==> src/logic/atc_pkg.sv <==
// Constants shared by the translation completion block.
// Assumes a 32-bit AHB-Lite register bus and a 64-bit paging-entry memory port.
package atc_pkg;
	// ------------------------------------------------------------
	// Register word indexes; the byte address is four times the index.
	// ------------------------------------------------------------
	localparam logic [3:0] REG_REQ    = 4'h0; // Request attributes.
	localparam logic [3:0] REG_CAP    = 4'h1; // Unit capabilities.
	localparam logic [3:0] REG_IN_LO  = 4'h2; // Input address low.
	localparam logic [3:0] REG_IN_HI  = 4'h3; // Input address high.
	localparam logic [3:0] REG_OUT_LO = 4'h4; // Walk output address low.
	localparam logic [3:0] REG_OUT_HI = 4'h5; // Walk output address high.
	localparam logic [3:0] REG_ENT0   = 4'h6; // First of four entry pointers.
	localparam logic [3:0] REG_CTRL   = 4'ha; // Write bit 0 to start.
	localparam logic [3:0] REG_STAT   = 4'hb; // Busy and result state.
	localparam logic [3:0] REG_CPL_LO = 4'hc; // Completion data low.
	localparam logic [3:0] REG_CPL_HI = 4'hd; // Completion data high.
	localparam int         NUM_ENT    = 4;    // Walk depth limit.
	// ------------------------------------------------------------
	// Request register fields.
	// ------------------------------------------------------------
	localparam int Q_PASID = 0;  // Request carries a PASID.
	localparam int Q_NW    = 1;  // no_write_request.
	localparam int Q_ER    = 2;  // execute_requested.
	localparam int Q_PR    = 3;  // supervisor_requested.
	localparam int Q_NEST  = 4;  // Nested translation in force.
	localparam int Q_FOUND = 5;  // Walk found a translation.
	localparam int Q_USALL = 6;  // AND of first-level user_supervisor_flag bits.
	localparam int Q_GLOB  = 7;  // Leaf first-level global bit.
	localparam int Q_SNP   = 8;  // snoop_attribute of leaf second-level entry.
	localparam int Q_TM    = 9;  // transient_mapping of leaf second-level entry.
	localparam int Q_FLR   = 10; // First-level/nested check allows read.
	localparam int Q_FLW   = 11; // First-level/nested check allows write.
	localparam int Q_FLX   = 12; // First-level/nested check allows fetch.
	localparam int Q_LARGE = 13; // Page larger than 4 KB.
	localparam int Q_EAE   = 14; // extended_accessed_enable of PASID entry.
	localparam int Q_SLR   = 16; // Four second-level read bits.
	localparam int Q_SLW   = 20; // Four second-level write bits.
	localparam int Q_SLD   = 24; // Second-level depth minus one, two bits.
	localparam int Q_FLD   = 26; // First-level depth minus one, two bits.
	// ------------------------------------------------------------
	// Capability register fields and reset value.
	// ------------------------------------------------------------
	localparam int          C_NO_WRITE_FLAG_SUPPORTED  = 0;  // no_write_flag_supported.
	localparam int          C_ERS   = 1;  // execute_request_supported.
	localparam int          C_SRS   = 2;  // supervisor_request_support.
	localparam int          C_SC    = 3;  // snoop_control_support.
	localparam int          C_MAX_GUEST_ADDR_WIDTH  = 8;  // max_guest_addr_width, seven bits.
	localparam int          C_ADJUSTED_GUEST_WIDTH  = 16; // adjusted_guest_width, seven bits.
	localparam logic [31:0] CAP_RST = 32'h0030_300f;
	// ------------------------------------------------------------
	// Completion data bits and paging-entry flag bits.
	// ------------------------------------------------------------
	localparam int P_R = 0, P_W = 1, P_U = 2, P_X = 3, P_SUPERVISOR_LEVEL_OUT = 4;
	localparam int P_G = 5, P_N = 6, P_S = 11;
	localparam int F_ACC = 5, F_DIRTY = 6, F_EXTACC = 10;
	typedef enum logic [1:0] {
		ST_IDLE = 2'h0,
		ST_RD   = 2'h1,
		ST_WR   = 2'h2,
		ST_FIN  = 2'h3
	} atc_state_t;
endpackage

==> src/logic/atc_translation_completion.sv <==
// Forms translation completions for endpoint device TLBs and updates
// first-level accessed, extended-accessed and dirty flags in memory.
// Assumes an AHB-Lite master for registers and a memory port that
// honours mem_lock_o as a bus lock across a read and its write.
//
// Summary of operation
// - No translation or no permission: zeroed success.
// - User request on supervisor entry: zeroed success.
// - Second-level address beyond width limit: zeroed success.
// - Second-level entry with R=W=0 stops walk.
// - Walk read/write ANDs both clear: zeroed success.
// - Good walk returns success with computed bits.
// - Read bit follows applicable access check.
// - No-write request clears write if supported.
// - Write bit follows applicable access check.
// - Execute needs PASID, request and support.
// - Privilege set when supervisor entry controls.
// - Global copies leaf first-level bit with PASID.
// - No-snoop: PASID one, else gated snoop attribute.
// - Untranslated-only copies transient mapping unless first-level.
// - Size bit marks pages above 4 KB.
// - Address carries walk output when usable.
// - PASID requests translate normally in interrupt window.
// - Set accessed flag in every used entry.
// - Set extended-accessed when enable bit is one.
// - Set dirty in leaf entry per no-write.
// - Flags updated before completion is returned.
// - Flags set only when access checks pass.
`timescale 1ns/1ps
`default_nettype none
module atc_translation_completion (
	// Clock and reset.
	input  wire logic        hclk,
	input  wire logic        hresetn,
	// AHB-Lite slave.
	input  wire logic        hsel,
	input  wire logic [31:0] haddr,
	input  wire logic [1:0]  htrans,
	input  wire logic        hwrite,
	input  wire logic [2:0]  hsize,
	input  wire logic [31:0] hwdata,
	input  wire logic        hready,
	output logic             hreadyout,
	output logic             hresp,
	output logic [31:0]      hrdata,
	// Paging-entry memory port.
	output logic             mem_req_o,
	output logic             mem_we_o,
	output logic             mem_lock_o,
	output logic [31:0]      mem_addr_o,
	output logic [63:0]      mem_wdata_o,
	input  wire logic [63:0] mem_rdata_i,
	input  wire logic        mem_ack_i,
	// Completion toward the endpoint.
	output logic             cpl_valid_o,
	output logic [63:0]      cpl_data_o
);
	// ------------------------------------------------------------
	// Helpers.
	// ------------------------------------------------------------
	// Register index of a bus address; bit 4 flags a mapped word.
	function automatic logic [4:0] reg_dec(input logic [31:0] a);
		reg_dec = (a[31:6] == 26'h0) ? {1'b1, a[5:2]} : 5'h00;
	endfunction
	// Mask of the levels a walk of depth d+1 touches.
	function automatic logic [3:0] lvl_mask(input logic [1:0] d);
		lvl_mask = 4'hf >> (2'h3 - d);
	endfunction
	// ------------------------------------------------------------
	// Register storage.
	// ------------------------------------------------------------
	logic [31:0]       req_ff;           // Request attributes.
	logic [31:0]       cap_ff;           // Capabilities.
	logic [63:0]       in_addr_ff;       // Input address.
	logic [63:0]       out_addr_ff;      // Walk output address.
	logic [31:0]       ent_ff [atc_pkg::NUM_ENT]; // First-level entry pointers.
	atc_pkg::atc_state_t state_ff;       // Flag-update sequencer.
	logic [63:0]       res_ff;           // Latched completion data.
	logic              zero_ff;          // Latched zeroed result.
	logic              flags_ff;         // Flag walk required.
	logic              eae_ff;           // Extended accessed wanted.
	logic              dirty_ff;         // Dirty wanted on leaf.
	logic [1:0]        depth_ff;         // Last first-level index.
	logic [1:0]        idx_ff;           // Entry being updated.
	logic              dphase_ff;        // Write data phase pending.
	logic [4:0]        wreg_ff;          // Decoded write target.
	logic              start;            // Start strobe this cycle.

	// The slave never stalls and never errors.
	assign hreadyout = 1'b1;
	assign hresp     = 1'b0;

	// ------------------------------------------------------------
	// Bus address phase.
	// ------------------------------------------------------------
	// Read data is fetched at the address phase so it stands in the data
	// phase; a read right after a write to the same word sees the old value.
	always_ff @(posedge hclk or negedge hresetn) begin
		if (!hresetn) begin
			dphase_ff <= 1'b0;
			wreg_ff   <= 5'h00;
			hrdata    <= 32'h0;
		end else begin
			dphase_ff <= hsel & hready & htrans[1] & hwrite;
			wreg_ff   <= reg_dec(haddr);
			if (hsel & hready & htrans[1] & !hwrite) begin
				hrdata <= rd_mux(reg_dec(haddr));
			end
		end
	end

	// Read multiplexer; unmapped words read as zero.
	function automatic logic [31:0] rd_mux(input logic [4:0] r);
		rd_mux = 32'h0;
		if (r[4]) begin
			case (r[3:0])
				atc_pkg::REG_REQ:    rd_mux = req_ff;
				atc_pkg::REG_CAP:    rd_mux = cap_ff;
				atc_pkg::REG_IN_LO:  rd_mux = in_addr_ff[31:0];
				atc_pkg::REG_IN_HI:  rd_mux = in_addr_ff[63:32];
				atc_pkg::REG_OUT_LO: rd_mux = out_addr_ff[31:0];
				atc_pkg::REG_OUT_HI: rd_mux = out_addr_ff[63:32];
				4'h6, 4'h7, 4'h8, 4'h9: rd_mux = ent_ff[r[1:0] + 2'h2];
				atc_pkg::REG_STAT:   rd_mux = {30'h0, zero_ff, state_ff != atc_pkg::ST_IDLE};
				atc_pkg::REG_CPL_LO: rd_mux = cpl_data_o[31:0];
				atc_pkg::REG_CPL_HI: rd_mux = cpl_data_o[63:32];
				default:             rd_mux = 32'h0;
			endcase
		end
	endfunction

	// ------------------------------------------------------------
	// Bus data phase: configuration writes.
	// ------------------------------------------------------------
	// Configuration is frozen while a request is in flight so the latched
	// result and the flag walk stay consistent.
	wire idle = (state_ff == atc_pkg::ST_IDLE);
	wire cfg_we = dphase_ff & wreg_ff[4] & idle;
	assign start = cfg_we & (wreg_ff[3:0] == atc_pkg::REG_CTRL) & hwdata[0];

	always_ff @(posedge hclk or negedge hresetn) begin
		if (!hresetn) begin
			req_ff      <= 32'h0;
			cap_ff      <= atc_pkg::CAP_RST;
			in_addr_ff  <= 64'h0;
			out_addr_ff <= 64'h0;
		end else if (cfg_we) begin
			case (wreg_ff[3:0])
				atc_pkg::REG_REQ:    req_ff <= hwdata;
				atc_pkg::REG_CAP:    cap_ff <= hwdata;
				atc_pkg::REG_IN_LO:  in_addr_ff[31:0] <= hwdata;
				atc_pkg::REG_IN_HI:  in_addr_ff[63:32] <= hwdata;
				atc_pkg::REG_OUT_LO: out_addr_ff[31:0] <= hwdata;
				atc_pkg::REG_OUT_HI: out_addr_ff[63:32] <= hwdata;
				default:             ;
			endcase
		end
	end

	// Entry pointers, one per first-level walk level.
	genvar gi;
	generate
		for (gi = 0; gi < atc_pkg::NUM_ENT; gi++) begin : g_ent
			always_ff @(posedge hclk or negedge hresetn) begin
				if (!hresetn) begin
					ent_ff[gi] <= 32'h0;
				end else if (cfg_we && wreg_ff[3:0] == atc_pkg::REG_ENT0 + 4'(gi)) begin
					ent_ff[gi] <= hwdata;
				end
			end
		end
	endgenerate

	// ------------------------------------------------------------
	// Completion evaluation.
	// ------------------------------------------------------------
	logic        pasid, nested, sl_used, nw_eff, addr_bad, sl_stop, us_fault;
	logic        rd_ok, wr_ok, zero, u_bit;
	logic [3:0]  slm;
	logic [6:0]  lim;
	logic [63:0] res;

	// Pure function of the configuration registers; latched on start.
	always_comb begin
		pasid   = req_ff[atc_pkg::Q_PASID];
		nested  = req_ff[atc_pkg::Q_NEST];
		sl_used = !pasid | nested;
		slm     = lvl_mask(req_ff[atc_pkg::Q_SLD +: 2]);
		// The interrupt window gets no special case here, PASID or not.
		lim = (cap_ff[atc_pkg::C_MAX_GUEST_ADDR_WIDTH +: 7] < cap_ff[atc_pkg::C_ADJUSTED_GUEST_WIDTH +: 7]) ?
			cap_ff[atc_pkg::C_MAX_GUEST_ADDR_WIDTH +: 7] : cap_ff[atc_pkg::C_ADJUSTED_GUEST_WIDTH +: 7];
		addr_bad = sl_used & (lim < 7'd64) & ((in_addr_ff >> lim) != 64'h0);
		sl_stop  = sl_used & |(slm & ~req_ff[atc_pkg::Q_SLR +: 4]
			& ~req_ff[atc_pkg::Q_SLW +: 4]);
		us_fault = pasid & !req_ff[atc_pkg::Q_PR] & !req_ff[atc_pkg::Q_USALL];
		// Second-level checks alone without a PASID; first-level, plus the
		// second-level ANDs under nesting, with one.
		rd_ok = (!pasid | req_ff[atc_pkg::Q_FLR])
			& (!sl_used | &(req_ff[atc_pkg::Q_SLR +: 4] | ~slm));
		wr_ok = (!pasid | req_ff[atc_pkg::Q_FLW])
			& (!sl_used | &(req_ff[atc_pkg::Q_SLW +: 4] | ~slm));
		zero = !req_ff[atc_pkg::Q_FOUND] | addr_bad | sl_stop | us_fault
			| !(rd_ok | wr_ok);
		nw_eff = req_ff[atc_pkg::Q_NW] & cap_ff[atc_pkg::C_NO_WRITE_FLAG_SUPPORTED];
		u_bit  = !(pasid & !nested) & req_ff[atc_pkg::Q_TM];
		res = 64'h0;
		if (!zero) begin
			res[atc_pkg::P_R] = rd_ok;
			res[atc_pkg::P_W] = wr_ok & !nw_eff;
			res[atc_pkg::P_U] = u_bit;
			res[atc_pkg::P_X] = pasid & req_ff[atc_pkg::Q_ER]
				& cap_ff[atc_pkg::C_ERS] & req_ff[atc_pkg::Q_FLX];
			res[atc_pkg::P_SUPERVISOR_LEVEL_OUT] = pasid & req_ff[atc_pkg::Q_PR]
				& cap_ff[atc_pkg::C_SRS] & !req_ff[atc_pkg::Q_USALL];
			res[atc_pkg::P_G] = pasid & req_ff[atc_pkg::Q_GLOB];
			res[atc_pkg::P_N] = pasid | (cap_ff[atc_pkg::C_SC]
				& req_ff[atc_pkg::Q_SNP]);
			res[atc_pkg::P_S] = req_ff[atc_pkg::Q_LARGE];
			// The size encoding rides in the low address bits of a large page.
			if (!u_bit) begin
				res[63:12] = out_addr_ff[63:12];
			end
		end
	end

	// ------------------------------------------------------------
	// Flag-update sequencer.
	// ------------------------------------------------------------
	logic [63:0] setm;   // Flags to OR into the current entry.
	logic        last;   // Current entry is the leaf.
	always_comb begin
		last  = (idx_ff == depth_ff);
		setm  = 64'h0;
		setm[atc_pkg::F_ACC]    = 1'b1;
		setm[atc_pkg::F_EXTACC] = eae_ff;
		setm[atc_pkg::F_DIRTY]  = last & dirty_ff;
	end

	// Each entry is read and written back under one lock, and the write is
	// skipped when every flag is already set to spare memory traffic.
	always_ff @(posedge hclk or negedge hresetn) begin
		if (!hresetn) begin
			state_ff    <= atc_pkg::ST_IDLE;
			idx_ff      <= 2'h0;
			mem_addr_o  <= 32'h0;
			mem_wdata_o <= 64'h0;
		end else begin
			case (state_ff)
				atc_pkg::ST_IDLE: begin
					idx_ff     <= 2'h0;
					mem_addr_o <= ent_ff[0];
					if (start) begin
						// Only a passing PASID request touches flags.
						state_ff <= (pasid & !zero) ? atc_pkg::ST_RD : atc_pkg::ST_FIN;
					end
				end
				atc_pkg::ST_RD: begin
					if (mem_ack_i) begin
						mem_wdata_o <= mem_rdata_i | setm;
						if ((mem_rdata_i | setm) != mem_rdata_i) begin
							state_ff <= atc_pkg::ST_WR;
						end else if (last) begin
							state_ff <= atc_pkg::ST_FIN;
						end else begin
							idx_ff     <= idx_ff + 2'h1;
							mem_addr_o <= ent_ff[idx_ff + 2'h1];
						end
					end
				end
				atc_pkg::ST_WR: begin
					if (mem_ack_i) begin
						if (last) begin
							state_ff <= atc_pkg::ST_FIN;
						end else begin
							state_ff   <= atc_pkg::ST_RD;
							idx_ff     <= idx_ff + 2'h1;
							mem_addr_o <= ent_ff[idx_ff + 2'h1];
						end
					end
				end
				// Completion leaves only after every flag write.
				atc_pkg::ST_FIN: state_ff <= atc_pkg::ST_IDLE;
				default:         state_ff <= atc_pkg::ST_IDLE;
			endcase
		end
	end

	// Lock spans the read and its write-back of the same entry.
	assign mem_req_o  = (state_ff == atc_pkg::ST_RD) | (state_ff == atc_pkg::ST_WR);
	assign mem_we_o   = (state_ff == atc_pkg::ST_WR);
	assign mem_lock_o = mem_req_o;

	// ------------------------------------------------------------
	// Result latch and completion output.
	// ------------------------------------------------------------
	always_ff @(posedge hclk or negedge hresetn) begin
		if (!hresetn) begin
			res_ff   <= 64'h0;
			zero_ff  <= 1'b0;
			flags_ff <= 1'b0;
			eae_ff   <= 1'b0;
			dirty_ff <= 1'b0;
			depth_ff <= 2'h0;
		end else if (start) begin
			res_ff   <= res;
			zero_ff  <= zero;
			flags_ff <= pasid & !zero;
			eae_ff   <= req_ff[atc_pkg::Q_EAE];
			dirty_ff <= !nw_eff;
			depth_ff <= req_ff[atc_pkg::Q_FLD +: 2];
		end
	end

	// Completion data stand until the next request completes.
	always_ff @(posedge hclk or negedge hresetn) begin
		if (!hresetn) begin
			cpl_valid_o <= 1'b0;
			cpl_data_o  <= 64'h0;
		end else begin
			cpl_valid_o <= (state_ff == atc_pkg::ST_FIN);
			if (state_ff == atc_pkg::ST_FIN) begin
				cpl_data_o <= res_ff;
			end
		end
	end
endmodule
`default_nettype wire

==> config.mk <==
export PLATFORM = sky130hd
export DESIGN_NAME = atc_translation_completion
export DESIGN_NICKNAME = d
export VERILOG_FILES = /design/src/logic/atc_pkg.sv /design/src/logic/atc_translation_completion.sv
export SDC_FILE = /design/constraint.sdc
export NUM_CORES = 1
export LEC_CHECK = 0
export BUFFER_PORTS_ARGS = -buffer_cell sky130_fd_sc_hd__buf_2
export CORE_ASPECT_RATIO = 0.9
export CORE_MARGIN = 1.5
export CORE_UTILIZATION = 51
export CTS_BUF_LIST = sky130_fd_sc_hd__clkbuf_8
export DETAILED_ROUTE_END_ITERATION = 8
export PLACE_DENSITY = 0.71
export SETUP_SLACK_MARGIN = 0.4
export SKIP_LAST_GASP = 1
export SLEW_MARGIN = 20
export SYNTH_ARGS = -nofsm -noshare
export SYNTH_HDL_FRONTEND = slang
export SYNTH_SLANG_ARGS = --single-unit
==> constraint.sdc <==
create_clock -name hclk -period 9.1 [get_ports hclk]
set_clock_uncertainty 0.2 [all_clocks]
set_input_delay 0.91 -clock hclk [delete_from_list [all_inputs] [get_ports hclk]]
set_output_delay 0.91 -clock hclk [all_outputs]
set_load 0.05 [all_outputs]
### Word-level counts from Yosys, hierarchy flattened

Cells that the tools add are included.

| cells by class | value |
|---|---|
| mux-type cells | 31 |
| order comparisons | 4 |
| bitwise operators | 51 |
| shift-type cells | 2 |
| add/subtract/negate cells | 3 |
| reduce and logical (&&, ||, !) cells | 35 |
| equality and inequality tests | 32 |

Operators by type and width:

| kind | count |
|---|---|
| 32-bit one-hot mux with 10 select lines | 1 |
| 32-bit 2-to-1 mux | 9 |
| 32-bit binary-select mux with 2-bit select | 2 |
| 32-bit one-hot mux with 3 select lines | 1 |
| 64-bit != test | 1 |
| 64-bit by 11-bit OR with 64-bit output | 1 |
| 64-bit nonzero test | 1 |
| 64-bit by 7-bit right shift with 64-bit output | 1 |
| 53-bit 2-to-1 mux | 1 |
| 52-bit 2-to-1 mux | 1 |
| 4-bit by 3-bit == test with 1-bit output (second input constant) | 8 |
| 4-bit == test (second input constant) | 8 |
| 1-bit bitwise AND | 29 |
| 26-bit zero test | 1 |
| 2-bit 2-to-1 mux | 11 |
| 4-bit by 2-bit == test with 1-bit output (second input constant) | 4 |
| 4-bit AND reduction | 4 |
| 7-bit 2-to-1 mux | 2 |
| 2-bit AND reduction | 7 |
| 4-bit inverter | 3 |
| 1-bit OR | 12 |
| 1-bit zero test | 11 |
| 4-bit bitwise AND | 2 |
| 4-bit by 1-bit == test with 1-bit output (second input constant) | 2 |
| other kinds (24) | 35 |

| storage, ports and cells | value |
|---|---|
| input port bits | 139 |
| word-level logic and storage cells | 182 |
| bits in registers | 584 |

### Logic depth before layout (Yosys ltp)

| depth | value |
|---|---|
| depth in word-level cells | 15 |
| depth in mapped cells | 20 |
| mapped depth without buffers | 15 |

### Least setup slack after synthesis

Ideal clock, no wire load.

| timing | value |
|---|---|
| kind | register to register |
| start point | register cap_ff[20] |
| end point | register zero_ff |
| stages on the path, launching flop included | 18 |
| required time | 8.781 ns |
| slack | 4.832 ns |
| library setup time | 0.119 ns |
| arrival | 3.949 ns |
| path buffers | 2 |
| period minus slack after synthesis | 4.268 ns |
| cell sequence | dfstp_2 > inv_1 > ha_1 > a21oi_2 > o22ai_1 > a21oi_2 > nand4_2 > or4_1 > a31oi_1 > a32oi_1 > nor3_1 > a21oi_1 > o41a_1 > o31ai_4 > nand3_2 > buf_6 > buf_6 > o21a_1 |

| between the ends | value |
|---|---|
| word-level cells in the longest chain between the ends | 9 |

Ends and longest elaborated chain:

| item | line | RTL |
|---|---|---|
| from (decl) | atc_translation_completion.sv:73 | `logic [31:0] cap_ff;` |
| from (signal assigned) | atc_translation_completion.sv:144 | `cap_ff <= atc_pkg::CAP_RST;` |
| from (signal assigned) | atc_translation_completion.sv:150 | `atc_pkg::REG_CAP: cap_ff <= hwdata;` |
| 7-bit < comparator | atc_translation_completion.sv:190 | `lim = (cap_ff[atc_pkg::C_MAX_GUEST_ADDR_WIDTH +: 7] < cap_ff[atc_pkg::C_ADJUSTED_GUEST_WIDTH +: 7]) ?` |
| 7-bit 2-to-1 mux * | atc_translation_completion.sv:190 |  |
| 64-bit by 7-bit right shift with 64-bit output / 7-bit < comparator (equally long branches) | atc_translation_completion.sv:192 | `addr_bad = sl_used & (lim < 7'd64) & ((in_addr_ff >> lim) != 64'h0);` |
| 64-bit nonzero test / 1-bit bitwise AND (equally long branches) | atc_translation_completion.sv:192 |  |
| 1-bit bitwise AND * | atc_translation_completion.sv:192 |  |
| 1-bit OR * (3 in series) | atc_translation_completion.sv:202 | `zero = !req_ff[atc_pkg::Q_FOUND] \| addr_bad \| sl_stop \| us_fault` |
| 1-bit OR * | atc_translation_completion.sv:203 | `\| !(rd_ok \| wr_ok);` |
| to (signal assigned) | atc_translation_completion.sv:306 | `zero_ff <= zero;` |
| to (decl) | atc_translation_completion.sv:79 | `logic zero_ff;` |

Mark *: on every way between the ends. The rest lies on a longest branch, timed or not.
A chain may end at the register's enable or synchronous reset.

### Worst setup path after layout

| timing | value |
|---|---|
| start point | register cap_ff[21] |
| end point | register res_ff[18] |

| between the ends | value |
|---|---|
| word-level cells in the longest chain between the ends | 10 |

Ends and longest elaborated chain:

| item | line | RTL |
|---|---|---|
| 7-bit < comparator | atc_translation_completion.sv:190 |  |
| 7-bit 2-to-1 mux * | atc_translation_completion.sv:190 |  |
| 64-bit by 7-bit right shift with 64-bit output / 7-bit < comparator (equally long branches) | atc_translation_completion.sv:192 |  |
| 64-bit nonzero test / 1-bit bitwise AND (equally long branches) | atc_translation_completion.sv:192 |  |
| 1-bit bitwise AND * | atc_translation_completion.sv:192 |  |
| 1-bit OR * (3 in series) | atc_translation_completion.sv:202 |  |
| 1-bit OR * | atc_translation_completion.sv:203 |  |
| 53-bit 2-to-1 mux * | atc_translation_completion.sv:207 | `if (!zero) begin` |
| to (signal assigned) | atc_translation_completion.sv:305 | `res_ff <= res;` |
| to (decl) | atc_translation_completion.sv:78 | `logic [63:0] res_ff;` |

Marks and branches as above.

==> impl_metrics.py <==
metrics = {
    "run_status": {
        "status": "finished, final reports clean",
    },
    "die": {
        "die_x_um": 255,
        "dieHeight_um": 230,
        "fp-row-count": 83,
        "core_mm2": 0.0568,
        "die_area_mm2": 0.0588,
        "start_util_pct": 51.5,
        "ios": 337,
    },
    "cts": {
        "cts_buffers": 97,
        "tritoncts": "done",
        "cts_resized": 0,
        "clk_path_buf_depth": 3,
        "post_cts_buffers": 0,
        "clk_pin_slew_ns": 0.06,
        "hold_buffers": 0,
        "h-tree-depth": 3,
        "clockRootBuffer": "clkbuf_8",
        "clk_latency_ns": 0.73,
        "cts_sinks": 584,
    },
    "layout": {
        "drive_gt1_share_pct": 34.6,
        "fin_area_mm2": 0.0336,
        "final_cell_mix": "dfrtp_1, mux2_2, buf_2",
        "layoutNonFillerInstCount": 3779,
        "synthToLayoutAreaGrowth_pct": 14.8,
        "n_fill_cell": 4715,
        "fin_util_pct": 59.1,
        "fin_nets": 3080,
        "final_common_cell": "dfrtp_1",
    },
    "logic_synthesis": {
        "syn_area_per_cell_um2": 10.8,
        "synth_edf_count": 0,
        "synth_seq_cells": 584,
        "syn_area_mm2": 0.0292,
        "yosysSeqAreaShare_pct": 50.0,
        "ys_warn_count": 0,
        "synthCells": 2703,
        "synth_flop_cell": "dfrtp_1",
        "synth.distinct_cells": 82,
        "synth-async-reset-ratio_pct": 100,
    },
    "pwr": {
        "power_density_mw_per_mm2": 234,
        "power.share.switching_pct": 37.5,
        "p_total_mw": 7.85,
        "clkPwrFrac_pct": 32.3,
        "cellLeakagePower_nw": 15.8,
        "p_int_mw": 4.90,
        "pwr-share-comb_pct": 29.3,
        "ir_drop_v": 0.000290,
        "pwr-share-seq_pct": 38.4,
        "power_switching_mw": 2.94,
    },
    "drt": {
        "drtIter0Drc": 2653,
        "drc": 0,
        "finalWirelength_um": 99100,
        "first_pass_iters": 8,
        "dr_total_vias": 24366,
        "vias_per_cell": 6.45,
        "wl_per_cell_um": 26.2,
        "final_antenna_net_count": 0,
    },
    "sta": {
        "slew_headroom_pct": 21.6,
        "post-route-min-period_ns": 6.51,
        "tns_ns": 0,
        "finalCritPeriodShare_pct": 71.5,
        "tightest_slew_ns": 1.18,
        "rsz0062_at_grt": "no",
        "finalHoldViolations": 0,
        "worst_slack_ns": 2.59,
        "drv_slew": 0,
        "whs_ns": 0.105,
        "setup_viol": 0,
        "max_freq_ghz": 0.154,
    },
    "worst_setup_path": {
        "reg2reg_depth": 14,
        "cp-start-kind": "flip-flop",
        "critPathMaxFanout": 59,
        "rrSetupSlack_ns": 2.59,
        "r2r_start": "cap_ff[21]",
        "crit_arrival_ns": 6.89,
        "cp-end-kind": "flip-flop",
        "worstPathRequired_ns": 9.48,
        "reg2reg_to": "res_ff[18]",
        "path_class": "reg -> reg",
    },
    "grt": {
        "grt_pass1_vias": 23825,
        "grt_max_degree": 140,
        "grt_pass1_wl_um": 149000,
        "track_usage_pct": 33.1,
        "grt_overflow": 0,
        "antenna_found_initial": 2,
    },
    "placed_design": {
        "port-buffer-count": 324,
        "dp_cells": 3597,
        "placed_cell_area_mm2": 0.0314,
        "dp_hpwl_um": 65600,
        "post-place-ws_ns": 2.78,
        "place.gp.congestion": 0.938,
    },
    "hold_path": {
        "hold_class": "in -> async",
    },
    "flow_run": {
        "max-cap-violations": 0,
    },
}
## logic make-up (layout without fill, tap and decap cells)
kind of cell / Yosys count / in the layout / synth area share, %
flip-flops: 584 / 584 / 50.0
adder cells (fa/ha/maj): 10 / 10 / 0.428
XOR/XNOR: 2 / 2 / 0.0599
multiplexers: 504 / 504 / 19.2
AND/OR/NAND/NOR: 534 / 534 / 8.02
other: 2 / 8 / 0.0257
AO/OA/AOI/OAI: 742 / 742 / 17.8
buffers and inverters: 325 / 630 / 4.51
## cell usage after synthesis (6+ instances only)
cell type    n  area share (%)
nand2b_1     7            0.15
dfstp_2      8            0.72
nand3_1     29            0.50
and3_1       7            0.15
a22oi_1     73             1.9
nand4_1      8            0.17
buf_2       24            0.41
a221oi_1    58             1.7
a21o_1      10            0.26
a211oi_1    24            0.62
or3_1        6            0.13
dfrtp_1    576              49
inv_1       69            0.89
nor2_1      84             1.1
mux2_2     433              17
o21ai_2     10            0.30
a2111oi_0    9            0.27
a32oi_1      8            0.24
o21ai_0    185             3.2
nor3b_1      8            0.21
buf_1       49            0.63
o211a_1      7            0.24
a32o_1      30             1.0
ha_1        10            0.43
nor2b_1      6            0.13
nor4_1      13            0.28
nand2_1    306             3.9
mux2i_1     68             2.3
o22ai_1     61             1.3
buf_4       12            0.31
a21oi_1     88             1.5
a31oi_1     14            0.30
clkbuf_2     8            0.14
clkbuf_1   161             2.1
a22o_1      56             1.7
o211ai_1    15            0.39
nor3_1      34            0.58
o2111ai_1   31            0.93
## power by group through the flow
stage	Combinational [mW]	Clock [mW]	Sequential [mW]
floorplan	0.918	0	3.78
global placement	2.25	0	3.03
detailed placement	2.29	0	3.05
CTS	2.29	2.56	3.01
global route	2.43	2.68	3.04
finish	2.30	2.53	3.01
## worst max path at each step
stage          startpoint    endpoint  slack (ns)  depth (start not counted)
2_1_floorplan  cap_ff[20]     zero_ff        4.83                         17
3_3_place_gp   cap_ff[17]  res_ff[21]        2.83                         15
3_5_place_dp   cap_ff[20]  res_ff[38]        2.78                         15
4_1_cts        cap_ff[21]  res_ff[38]        2.76                         16
5_1_grt        cap_ff[17]  res_ff[18]        2.27                         17
6_report       cap_ff[21]  res_ff[18]        2.59                         14
## per-layer routing
layer	global-route usage, %	part of all wire, %	vias up
met5	0	0.010	-
met4	10.3	2.5	2
met3	7.62	10	160
met2	49.2	45	1309
met1	48.0	43	12434
li1	-	-	10461
## layout make-up
| class | instances | area, µm² | area share (%) |
|---|---|---|---|
| Timing Repair Buffer | 381 | 2080 | 6.21 |
| Clock inverter | 46 | 323 | 0.962 |
| Antenna cell | 2 | 5.00 | 0.0149 |
| Tap cell | 765 | 957 | 2.85 |
| Clock buffer | 134 | 1840 | 5.49 |
| Inverter | 69 | 259 | 0.772 |
| Multi-Input combinational cell | 1798 | 13500 | 40.1 |
| Sequential cell | 584 | 14600 | 43.6 |
## sequential cells by signal (all words and copies together) (netlist names)
signal       count
cpl_data_o      60
cpl_valid_o      1
zero_ff          1
eae_ff           1
mem_wdata_o     64
hrdata          32
mem_addr_o      32
cap_ff          32
state_ff         2
out_addr_ff     64
dphase_ff        1
depth_ff         2
res_ff          60
in_addr_ff      64
req_ff          32
ent_ff         128
dirty_ff         1
wreg_ff          5
idx_ff           2
## worst max-delay path, cell delays in order, from the launching register on
cell	delay (ns)
dfstp_2	0.53
inv_1	0.11
ha_1	0.41
nand4_2	0.28
o21ai_1	0.58
nand4_2	0.60
o221ai_1	0.47
o21ai_0	0.15
nor4b_1	0.31
a31oi_1	0.09
nor4b_1	0.73
a311oi_1	0.17
o31ai_4	0.51
nand3_4	0.78
o21ai_0	0.41
(Power assumes the default switching activity.)
